--- src/spb_pkg.sv ---
// shared constants for the port-b spi master and rate generator
package spb_pkg;
   localparam logic [2:0] MODE_SHIFT = 3'h0;
   localparam logic [2:0] MODE_UART8 = 3'h1;
   localparam logic [2:0] MODE_SPI   = 3'h4;
   localparam int unsigned SPI_DIV_FAST = 4;
   localparam int unsigned SPI_DIV_SLOW = 12;
   localparam int unsigned PRESCALE_DIV = 12;
   localparam int unsigned DATA_W       = 8;
   localparam int unsigned UART_DIV     = 32;
   localparam logic       BIT_ORDER_RST = 1'b1;
   localparam logic [7:0] RATE_RST      = 8'h00;
   localparam logic [7:0] RATE_MAX      = 8'hFF;
   localparam logic [3:0] BITS_LAST     = 4'h7;
   typedef enum logic [1:0] {
      SPB_IDLE = 2'b00,
      SPB_LOW  = 2'b01,
      SPB_HIGH = 2'b11
   } spb_state_e;
endpackage

--- src/spb_rate_gen.sv ---
// 8-bit auto-reload rate generator with clock-out toggle
module spb_rate_gen #(
   parameter int unsigned PRE_DIV = spb_pkg::PRESCALE_DIV
) (
   input  wire logic       clk_i,
   input  wire logic       rst_i,
   input  wire logic       run_i,
   input  wire logic       prescale_sel_i,
   input  wire logic       cascade_i,
   input  wire logic       timer1_ovf_i,
   input  wire logic       reload_wr_i,
   input  wire logic       counter_wr_i,
   input  wire logic       timer_mode_i,
   input  wire logic [7:0] wdata_i,
   output logic      [7:0] reload_o,
   output logic      [7:0] counter_o,
   output logic            overflow_o,
   output logic            toggle_o
);
   logic [4:0] pre_cnt;
   logic       tick;
   logic       pre_tick;
   assign pre_tick = (pre_cnt == 5'(PRE_DIV - 1));
   always_ff @(posedge clk_i) begin
      if (rst_i || pre_tick) begin
         pre_cnt <= 5'h00;
      end else begin
         pre_cnt <= pre_cnt + 5'h01;
      end
   end
   // source select: cascade from timer1, else /12 or undivided
   always_comb begin
      if (cascade_i) begin
         tick = timer1_ovf_i;
      end else if (prescale_sel_i) begin
         tick = 1'b1;
      end else begin
         tick = pre_tick;
      end
   end
   assign overflow_o = run_i && tick && (counter_o == spb_pkg::RATE_MAX);
   always_ff @(posedge clk_i) begin
      if (rst_i) begin
         reload_o <= spb_pkg::RATE_RST;
      end else if (reload_wr_i) begin
         reload_o <= wdata_i;
      end
   end
   always_ff @(posedge clk_i) begin
      if (rst_i) begin
         counter_o <= spb_pkg::RATE_RST;
      end else if (counter_wr_i || (reload_wr_i && !timer_mode_i)) begin
         counter_o <= wdata_i;
      end else if (overflow_o) begin
         counter_o <= reload_o;
      end else if (run_i && tick) begin
         counter_o <= counter_o + 8'h01;
      end
   end
   always_ff @(posedge clk_i) begin
      if (rst_i) begin
         toggle_o <= 1'b0;
      end else if (overflow_o) begin
         toggle_o <= ~toggle_o;
      end
   end
endmodule

--- src/spb_serial_core.sv ---
// port-b serial port: spi master mode, timer mode, edge detect, uart0 rate feed
module spb_serial_core #(
   parameter int unsigned DATA_W = spb_pkg::DATA_W
) (
   input  wire logic              CORE_CLK_I,
   input  wire logic              RST_I,
   input  wire logic              MODE_SEL_BIT3_I,
   input  wire logic              MODE_SEL_BIT0_I,
   input  wire logic              MODE_SEL_BIT1_I,
   input  wire logic              SPI_SPEED_SEL_I,
   input  wire logic              BIT_ORDER_WR_I,
   input  wire logic              BIT_ORDER_SEL_I,
   input  wire logic              GEN_TIMER_MODE_EN_I,
   input  wire logic              RATE_GEN_RUN_I,
   input  wire logic              RATE_PRESCALE_SEL_I,
   input  wire logic              MULTIPROC_EN_I,
   input  wire logic              CLK_OUT_ENABLE_I,
   input  wire logic              RX_ENABLE_I,
   input  wire logic              TX_NINTH_BIT_I,
   input  wire logic              RX_NINTH_BIT_I,
   input  wire logic              TX_PIN_LATCH_I,
   input  wire logic              BUF_WR_I,
   input  wire logic [DATA_W-1:0] BUF_WDATA_I,
   input  wire logic              RELOAD_WR_I,
   input  wire logic              COUNTER_WR_I,
   input  wire logic [7:0]        RATE_WDATA_I,
   input  wire logic              TX_DONE_CLR_I,
   input  wire logic              RX_DONE_CLR_I,
   input  wire logic              POWER_DOWN_I,
   input  wire logic              TIMER1_OVERFLOW_I,
   input  wire logic              UART0_TX_CLK_SEL_I,
   input  wire logic              UART0_RX_CLK_SEL_I,
   input  wire logic              UART0_RATE_SRC_SEL_I,
   input  wire logic              UART0_DOUBLE_RATE_I,
   input  wire logic              UART0_QUAD_RATE_I,
   input  wire logic              MASTER_IN_PIN_I,
   input  wire logic              PORT_B_RX_PIN_I,
   output logic                   PORT_B_TX_PIN_O,
   output logic                   PORT_B_RX_PIN_O,
   output logic                   PORT_B_RX_PIN_OE_N_O,
   output logic                   RATE_CLK_OUT_PIN_O,
   output logic                   RATE_CLK_OUT_OE_N_O,
   output logic [DATA_W-1:0]      SERIAL_BUFFER_O,
   output logic                   BIT_ORDER_SEL_O,
   output logic                   TX_DONE_FLAG_O,
   output logic                   RX_DONE_FLAG_O,
   output logic                   SPI_BUSY_O,
   output logic                   SERIAL_IRQ_O,
   output logic                   WAKE_O,
   output logic [7:0]             RATE_RELOAD_O,
   output logic [7:0]             RATE_COUNTER_O,
   output logic                   RATE_OVERFLOW_O,
   output logic                   UART0_RATE_TICK_O
);
   logic [2:0]        mode;
   logic              spi_mode;
   logic              tmode;
   logic              bit_order;
   logic [3:0]        half_cnt;
   logic              half_tick;
   logic [3:0]        bit_cnt;
   logic [DATA_W-1:0] shreg;
   logic              sclk;
   logic              mosi;
   logic              spi_done;
   logic              take_miso;
   logic              miso_s1, miso_s2;
   logic              rx_s1, rx_s2, rx_d;
   logic              edge_hit;
   logic              gen_toggle;
   logic              gen_ovf;
   logic [4:0]        u0_cnt;
   logic [4:0]        u0_limit;
   spb_pkg::spb_state_e state;

   assign mode     = {MODE_SEL_BIT3_I, MODE_SEL_BIT0_I, MODE_SEL_BIT1_I};
   // timer mode takes precedence and frees the generator from the port
   assign tmode    = GEN_TIMER_MODE_EN_I;
   assign spi_mode = (mode == spb_pkg::MODE_SPI) && !tmode;

   always_ff @(posedge CORE_CLK_I) begin
      if (RST_I) begin
         bit_order <= spb_pkg::BIT_ORDER_RST;
      end else if (BIT_ORDER_WR_I) begin
         bit_order <= BIT_ORDER_SEL_I;
      end
   end
   assign BIT_ORDER_SEL_O = bit_order;

   // pins are asynchronous: two flops before use
   always_ff @(posedge CORE_CLK_I) begin
      if (RST_I) begin
         miso_s1 <= 1'b0;
         miso_s2 <= 1'b0;
         rx_s1   <= 1'b1;
         rx_s2   <= 1'b1;
         rx_d    <= 1'b1;
      end else begin
         miso_s1 <= MASTER_IN_PIN_I;
         miso_s2 <= miso_s1;
         rx_s1   <= PORT_B_RX_PIN_I;
         rx_s2   <= rx_s1;
         rx_d    <= rx_s2;
      end
   end

   // half-period divider: full period is 4 or 12 system clocks
   assign half_tick = (half_cnt == 4'(((SPI_SPEED_SEL_I ? spb_pkg::SPI_DIV_FAST
                                         : spb_pkg::SPI_DIV_SLOW) / 2) - 1));
   always_ff @(posedge CORE_CLK_I) begin
      if (RST_I || state == spb_pkg::SPB_IDLE || half_tick) begin
         half_cnt <= 4'h0;
      end else begin
         half_cnt <= half_cnt + 4'h1;
      end
   end

   // leading half: clock at idle level, trailing half: inverted
   always_ff @(posedge CORE_CLK_I) begin
      if (RST_I) begin
         state     <= spb_pkg::SPB_IDLE;
         bit_cnt   <= 4'h0;
         shreg     <= '0;
         mosi      <= 1'b1;
         spi_done  <= 1'b0;
         take_miso <= 1'b0;
      end else begin
         spi_done  <= 1'b0;
         take_miso <= 1'b0;
         // synchroniser delay: miso is taken one clock after the rising pin edge
         if (take_miso) begin
            shreg <= bit_order ? {miso_s2, shreg[DATA_W-1:1]}
                               : {shreg[DATA_W-2:0], miso_s2};
         end
         unique case (state)
            spb_pkg::SPB_IDLE: begin
               if (BUF_WR_I && spi_mode) begin
                  state   <= spb_pkg::SPB_LOW;
                  shreg   <= BUF_WDATA_I;
                  bit_cnt <= 4'h0;
                  mosi    <= bit_order ? BUF_WDATA_I[0] : BUF_WDATA_I[DATA_W-1];
               end else if (BUF_WR_I) begin
                  shreg <= BUF_WDATA_I;
               end
            end
            spb_pkg::SPB_LOW: begin
               if (half_tick) begin
                  state     <= spb_pkg::SPB_HIGH;
                  take_miso <= !TX_PIN_LATCH_I;
                  if (TX_PIN_LATCH_I && bit_cnt != 4'h0) begin
                     mosi <= bit_order ? shreg[0] : shreg[DATA_W-1];
                  end
               end
            end
            spb_pkg::SPB_HIGH: begin
               if (half_tick) begin
                  take_miso <= TX_PIN_LATCH_I;
                  if (bit_cnt == spb_pkg::BITS_LAST) begin
                     state    <= spb_pkg::SPB_IDLE;
                     spi_done <= 1'b1;
                  end else begin
                     state   <= spb_pkg::SPB_LOW;
                     bit_cnt <= bit_cnt + 4'h1;
                     if (!TX_PIN_LATCH_I) begin
                        mosi <= bit_order ? shreg[0] : shreg[DATA_W-1];
                     end
                  end
               end
            end
            default: state <= spb_pkg::SPB_IDLE;
         endcase
      end
   end
   assign SPI_BUSY_O      = (state != spb_pkg::SPB_IDLE);
   assign SERIAL_BUFFER_O = shreg;

   // polarity from the port latch covers spi modes 0 and 3: data is always taken on the rising clock edge
   assign sclk = (state == spb_pkg::SPB_HIGH) ? ~TX_PIN_LATCH_I : TX_PIN_LATCH_I;
   assign PORT_B_TX_PIN_O      = spi_mode ? sclk : TX_PIN_LATCH_I;
   assign PORT_B_RX_PIN_O      = mosi;
   assign PORT_B_RX_PIN_OE_N_O = ~spi_mode;

   spb_rate_gen #(
      .PRE_DIV (spb_pkg::PRESCALE_DIV)
   ) u_rate (
      .clk_i          (CORE_CLK_I),
      .rst_i          (RST_I),
      .run_i          (RATE_GEN_RUN_I),
      .prescale_sel_i (RATE_PRESCALE_SEL_I),
      .cascade_i      (tmode && MULTIPROC_EN_I && !RATE_PRESCALE_SEL_I),
      .timer1_ovf_i   (TIMER1_OVERFLOW_I),
      .reload_wr_i    (RELOAD_WR_I),
      .counter_wr_i   (COUNTER_WR_I),
      .timer_mode_i   (tmode),
      .wdata_i        (RATE_WDATA_I),
      .reload_o       (RATE_RELOAD_O),
      .counter_o      (RATE_COUNTER_O),
      .overflow_o     (gen_ovf),
      .toggle_o       (gen_toggle)
   );
   assign RATE_OVERFLOW_O     = gen_ovf;
   assign RATE_CLK_OUT_PIN_O  = gen_toggle;
   assign RATE_CLK_OUT_OE_N_O = ~CLK_OUT_ENABLE_I;

   // power-down: level compare instead of edge
   always_comb begin
      if (POWER_DOWN_I) begin
         edge_hit = RX_NINTH_BIT_I ? rx_s2 : ~rx_s2;
      end else begin
         edge_hit = RX_NINTH_BIT_I ? (rx_s2 && !rx_d) : (!rx_s2 && rx_d);
      end
   end

   // set beats clear on the same cycle
   always_ff @(posedge CORE_CLK_I) begin
      if (RST_I) begin
         TX_DONE_FLAG_O <= 1'b0;
      end else if (spi_done || (tmode && gen_ovf)) begin
         TX_DONE_FLAG_O <= 1'b1;
      end else if (TX_DONE_CLR_I) begin
         TX_DONE_FLAG_O <= 1'b0;
      end
   end
   // spi transfers have no path to this flag
   always_ff @(posedge CORE_CLK_I) begin
      if (RST_I) begin
         RX_DONE_FLAG_O <= 1'b0;
      end else if (tmode && RX_ENABLE_I && edge_hit) begin
         RX_DONE_FLAG_O <= 1'b1;
      end else if (RX_DONE_CLR_I) begin
         RX_DONE_FLAG_O <= 1'b0;
      end
   end

   always_comb begin
      if (tmode) begin
         SERIAL_IRQ_O = (TX_DONE_FLAG_O && TX_NINTH_BIT_I)
                      || (RX_DONE_FLAG_O && RX_ENABLE_I && !CLK_OUT_ENABLE_I);
      end else begin
         SERIAL_IRQ_O = TX_DONE_FLAG_O || RX_DONE_FLAG_O;
      end
   end
   assign WAKE_O = POWER_DOWN_I && SERIAL_IRQ_O;

   // uart0 16x sample tick: /32 base, /16 double, /8 quad, /4 both
   always_comb begin
      u0_limit = 5'(spb_pkg::UART_DIV - 1);
      if (UART0_DOUBLE_RATE_I) begin
         u0_limit = 5'(spb_pkg::UART_DIV / 2 - 1);
      end
      if (UART0_QUAD_RATE_I) begin
         u0_limit = UART0_DOUBLE_RATE_I ? 5'(spb_pkg::UART_DIV / 8 - 1)
                                        : 5'(spb_pkg::UART_DIV / 4 - 1);
      end
   end
   always_ff @(posedge CORE_CLK_I) begin
      if (RST_I) begin
         u0_cnt <= 5'h00;
      end else if (gen_ovf) begin
         u0_cnt <= (u0_cnt >= u0_limit) ? 5'h00 : u0_cnt + 5'h01;
      end
   end
   assign UART0_RATE_TICK_O = gen_ovf && (u0_cnt >= u0_limit) && !UART0_TX_CLK_SEL_I
                            && !UART0_RX_CLK_SEL_I && UART0_RATE_SRC_SEL_I;

   property p_order_reset;
      @(posedge CORE_CLK_I) $fell(RST_I) |-> bit_order;
   endproperty
   a_order_reset: assert property (p_order_reset) else $error("bit order not lsb after reset");

   property p_start;
      @(posedge CORE_CLK_I) disable iff (RST_I)
         (state == spb_pkg::SPB_IDLE && BUF_WR_I && spi_mode) |=> SPI_BUSY_O;
   endproperty
   a_start: assert property (p_start) else $error("buffer write did not start");

   property p_done_fast;
      @(posedge CORE_CLK_I) disable iff (RST_I)
         (state == spb_pkg::SPB_IDLE && BUF_WR_I && spi_mode && SPI_SPEED_SEL_I)
         ##1 SPI_SPEED_SEL_I [*8] |-> ##[24:26] TX_DONE_FLAG_O;
   endproperty
   a_done_fast: assert property (p_done_fast) else $error("fast transfer not done in time");

   property p_no_rx_spi;
      @(posedge CORE_CLK_I) disable iff (RST_I) spi_mode && !$past(tmode) |=> !$rose(RX_DONE_FLAG_O);
   endproperty
   a_no_rx_spi: assert property (p_no_rx_spi) else $error("rx done set in spi mode");

   property p_tovf;
      @(posedge CORE_CLK_I) disable iff (RST_I) tmode && gen_ovf |=> TX_DONE_FLAG_O;
   endproperty
   a_tovf: assert property (p_tovf) else $error("overflow did not set tx done");

   property p_reload;
      @(posedge CORE_CLK_I) disable iff (RST_I)
         gen_ovf && !RELOAD_WR_I && !COUNTER_WR_I |=> RATE_COUNTER_O == $past(RATE_RELOAD_O);
   endproperty
   a_reload: assert property (p_reload) else $error("counter not reloaded");

   property p_stop;
      @(posedge CORE_CLK_I) disable iff (RST_I)
         !RATE_GEN_RUN_I && !RELOAD_WR_I && !COUNTER_WR_I |=> $stable(RATE_COUNTER_O);
   endproperty
   a_stop: assert property (p_stop) else $error("counter moved while stopped");

   property p_irq_mask;
      @(posedge CORE_CLK_I) disable iff (RST_I)
         tmode && CLK_OUT_ENABLE_I && !TX_DONE_FLAG_O |-> !SERIAL_IRQ_O;
   endproperty
   a_irq_mask: assert property (p_irq_mask) else $error("edge irq not masked");

   property p_idle_clk;
      @(posedge CORE_CLK_I) disable iff (RST_I)
         spi_mode && !SPI_BUSY_O |-> PORT_B_TX_PIN_O == TX_PIN_LATCH_I;
   endproperty
   a_idle_clk: assert property (p_idle_clk) else $error("clock not at idle level");
endmodule

--- config.mk ---
export PLATFORM = sky130hd
export DESIGN_NAME = spb_serial_core
export DESIGN_NICKNAME = d
export VERILOG_FILES = /design/src/spb_pkg.sv /design/src/spb_rate_gen.sv /design/src/spb_serial_core.sv
export SDC_FILE = /design/constraint.sdc
export NUM_CORES = 1
export LEC_CHECK = 0
export BUFFER_PORTS_ARGS = -buffer_cell sky130_fd_sc_hd__buf_2
export CORE_MARGIN = 4
export CORE_UTILIZATION = 50
export DETAILED_ROUTE_END_ITERATION = 16
export PLACE_DENSITY = 0.77
export SLEW_MARGIN = 10
export SYNTH_ARGS = -nofsm -noshare
export SYNTH_HDL_FRONTEND = slang
export SYNTH_HIERARCHICAL = 1
export SYNTH_SLANG_ARGS = --single-unit
--- constraint.sdc ---
create_clock -name CORE_CLK_I -period 7.1 [get_ports CORE_CLK_I]
set_clock_uncertainty 0.05 [all_clocks]
set_input_delay 0.355 -clock CORE_CLK_I [delete_from_list [all_inputs] [get_ports CORE_CLK_I]]
set_output_delay 0.355 -clock CORE_CLK_I [all_outputs]
set_load 0.01 [all_outputs]
==> flow_metrics.tcl <==
set metrics [dict create \
    outcome "complete, no violations" \
    antennaDiodeCount 0 \
    synth_area_leaders "dfxtp_1 (38%), nor2_1 (7.0%), mux2i_1 (6.5%)" \
    r2r-start "u_rate/pre_cnt[0]" \
    vdd_drop_max_mv 0.0954 \
    hold_buffers 0 \
    grt_pass1_wl_mm 11.4 \
    syn_avg_cell_area_um2 8.79 \
    syn_nets 395 \
    place_ws_ps 4040 \
    grt_pass1_vias 2534 \
    nets 471 \
    clockBufferDepth 2 \
    tritoncts "built" \
    vias_per_cell 5.46 \
    topRoutingLayerUsed "met4" \
    endpoint_kind "output pin" \
    grt_max_degree 56 \
    timing.rr.end "u0_cnt[2]" \
    synth_area_mm2 0.00294 \
    crit_path_start_kind "flop" \
    dr.first_iter.drc_count 131 \
    vias 2636 \
    drtPass1Iterations 4 \
    yosys_register_bits 56 \
    period_share_pct 48.3 \
    ant_nets 0 \
    rows 27 \
    start_util_pct 52.4 \
    power_w 0.000686 \
    maxCapViolCount 0 \
    cts_max_level 2 \
    wl_met2_mm 3.36 \
    hold_class "in2reg" \
    p_leak_nw 1.59 \
    overflow 0 \
    dp_cells 475 \
    cts.sinks 56 \
    crit_chain "ha_1 > and4bb_1 > o311ai_1 > buf_4 > nor2_2 > a21boi_0 > nor4bb_1 > buf_2" \
    worstMarginPinSlew_ps 715 \
    post-cts-setup-buffer-count 0 \
    finalHoldViolCount 0 \
    setup_viol 0 \
    ys_seq_area_share_pct 38.2 \
    critPathMaxFanout 15 \
    cp_slowest_stage_delay_ps 600 \
    yosysWarnings 6 \
    fill_cells 504 \
    wl_met3_um 380 \
    final_critical_path_setup_slack_ps 3670 \
    ios 84 \
    insertion_delay_ps 310 \
    stdcell_count 483 \
    grt_setup_unrepaired "false" \
    fin_setup_tns_ps 0 \
    required_ps 6690 \
    track_usage_pct 18.8 \
    port_buffers 83 \
    p_sw_share_pct 27.2 \
    synthDistinctLibCells 55 \
    die-area_mm2 0.00716 \
    cts_buffers 5 \
    p_sw_w 0.000186 \
    min_from "PORT_B_RX_PIN_I" \
    die_y_um 84.6 \
    netlist.area_leader.share_pct 38.2 \
    die_w_um 84.6 \
    wl_mm 6.79 \
    final_util_pct 62.2 \
    cellPowerDensity_mw_per_mm2 197 \
    ys_async_sr_fraction_pct 0 \
    drc_errors 0 \
    period_minus_slack_ps 3430 \
    fmax_ghz 0.292 \
    synth_top_cell_by_area "dfxtp_1" \
    synthCells 334 \
    globalplace.congestion 0.908 \
    path_class "reg2out" \
    drive_gt1_share_pct 26.8 \
    clkPwrFrac_pct 32.2 \
    hpwl_mm 5.00 \
    synth-edff-count 0 \
    syn2layout_area_growth_pct 18.7 \
    startpoint "u_rate/pre_cnt[0]" \
    wl_per_cell_um 14.1 \
    wl_met1_mm 2.99 \
    reg2reg_depth 7 \
    synth_flop_cell "dfxtp_1" \
    slew_viol_final 0 \
    cpMaxStageDelayCell "a21boi_0" \
    rrSetupSlack_ps 4560 \
    whs_endpoint "rx_s1" \
    cts.repair.resized 0 \
    pwr-share-seq_pct 50.5 \
    critical_path_arrival_ps 3020 \
    power_frac_comb_pct 17.3 \
    clk_pin_slew_ps 100 \
    slew_headroom_pct 52.3 \
    cts-root-buf "clkbuf_8" \
    antenna_found_initial 0 \
    hold_depth 2 \
    internal-power_w 0.000500 \
    fp.coreArea_mm2 0.00561 \
]
==> worst max-delay path by stage <==
stage / depth (start not counted) / endpoint
after floorplan: 8 / UART0_RATE_TICK_O
after global placement: 9 / UART0_RATE_TICK_O
after detailed placement: 9 / UART0_RATE_TICK_O
after CTS: 8 / UART0_RATE_TICK_O
after global routing: 8 / UART0_RATE_TICK_O
final: 8 / UART0_RATE_TICK_O
==> cells by family after synthesis <==
| group | Yosys count | share of synthesized area (%) |
|---|---|---|
| compound gates | 63 | 14.4 |
| xor+xnor | 16 | 4.77 |
| fa+ha+maj | 14 | 5.97 |
| buf+inv | 29 | 4.81 |
| flops | 56 | 38.2 |
| mux | 20 | 7.24 |
| simple gates | 136 | 24.6 |
==> registers in the layout, indices dropped and copies added (netlist names), 2 cells and up <==
register,flops
u_rate/pre_cnt,5
u0_cnt,5
u_rate/counter_o,8
SERIAL_BUFFER_O,8
u_rate/reload_o,8
half_cnt,4
state,2
bit_cnt,4
==> critical path: cells and delay by family (launching register included) <==
family                   cells  cell delay [ps]
AND/OR/NAND/NOR              3             1090
AO/OA/AOI/OAI                2              680
flip-flops                   1              370
buffers and inverters        2              370
adder cells (fa/ha/maj)      1              210
==> area by class of cell <==
| type | count | area (µm²) | share of cell area (%) |
|---|---|---|---|
| clock buffer | 6 | 82.6 | 2.37 |
| clock inverter | 2 | 38.8 | 1.11 |
| inverter | 13 | 48.8 | 1.40 |
| multi-input combinational | 249 | 1670 | 48.0 |
| sequential | 56 | 1120 | 32.2 |
| tap | 72 | 90.1 | 2.58 |
| timing repair buffer | 85 | 430 | 12.3 |
==> power by group through the flow <==
stage | registers, W | clock network (W) | logic (W)
floorplan | 0.000355 | 0 | 0.0000745
global placement | 0.000353 | 0 | 0.000115
detailed placement | 0.000354 | 0 | 0.000118
CTS | 0.000347 | 0.000223 | 0.000119
global route | 0.000350 | 0.000237 | 0.000132
finish | 0.000347 | 0.000221 | 0.000119
==> cell usage in the layout (no fill, tap or decap), types with 3 or more instances in the layout <==
cell type / n
nand2b_1: 4
nand4_1: 3
dfxtp_1: 56
or2_2: 6
a21oi_1: 27
o21ai_0: 4
nor3_1: 11
xor2_1: 10
nand2_1: 11
inv_1: 13
buf_2: 83
mux2i_1: 19
o32ai_1: 4
clkbuf_8: 6
nor2_1: 55
and3_1: 7
nand3_1: 10
and2_1: 3
nor2b_1: 6
xnor2_1: 6
ha_1: 14
o22ai_1: 3
a211oi_1: 11
==> stage by stage <==
stage,hold slack (ps),instance area (µm²)
global placement,343,3360
CTS,188,3490
global route,178,3490
floorplan,339,2940
detailed placement,343,3360
finish,190,3490
==> synth_stat cells, drive strengths merged, types with 7 or more instances <==
cell type / number
dfxtp: 56
nor2: 56
a21oi: 27
mux2i: 19
ha: 14
inv: 13
a211oi: 11
clkbuf: 11
nand2: 11
nand3: 11
nor3: 11
xor2: 10
and3: 7
==> per-layer routing <==
| layer | track usage (%) | vias up |
|---|---|---|
| li1 | - | 1340 |
| met1 | 23.0 | 1220 |
| met2 | 33.6 | 69 |
| met3 | 3.73 | 7 |
| met4 | 4.89 | 0 |
| met5 | 0 | - |
No activity file was read; power rests on OpenSTA's default activity.
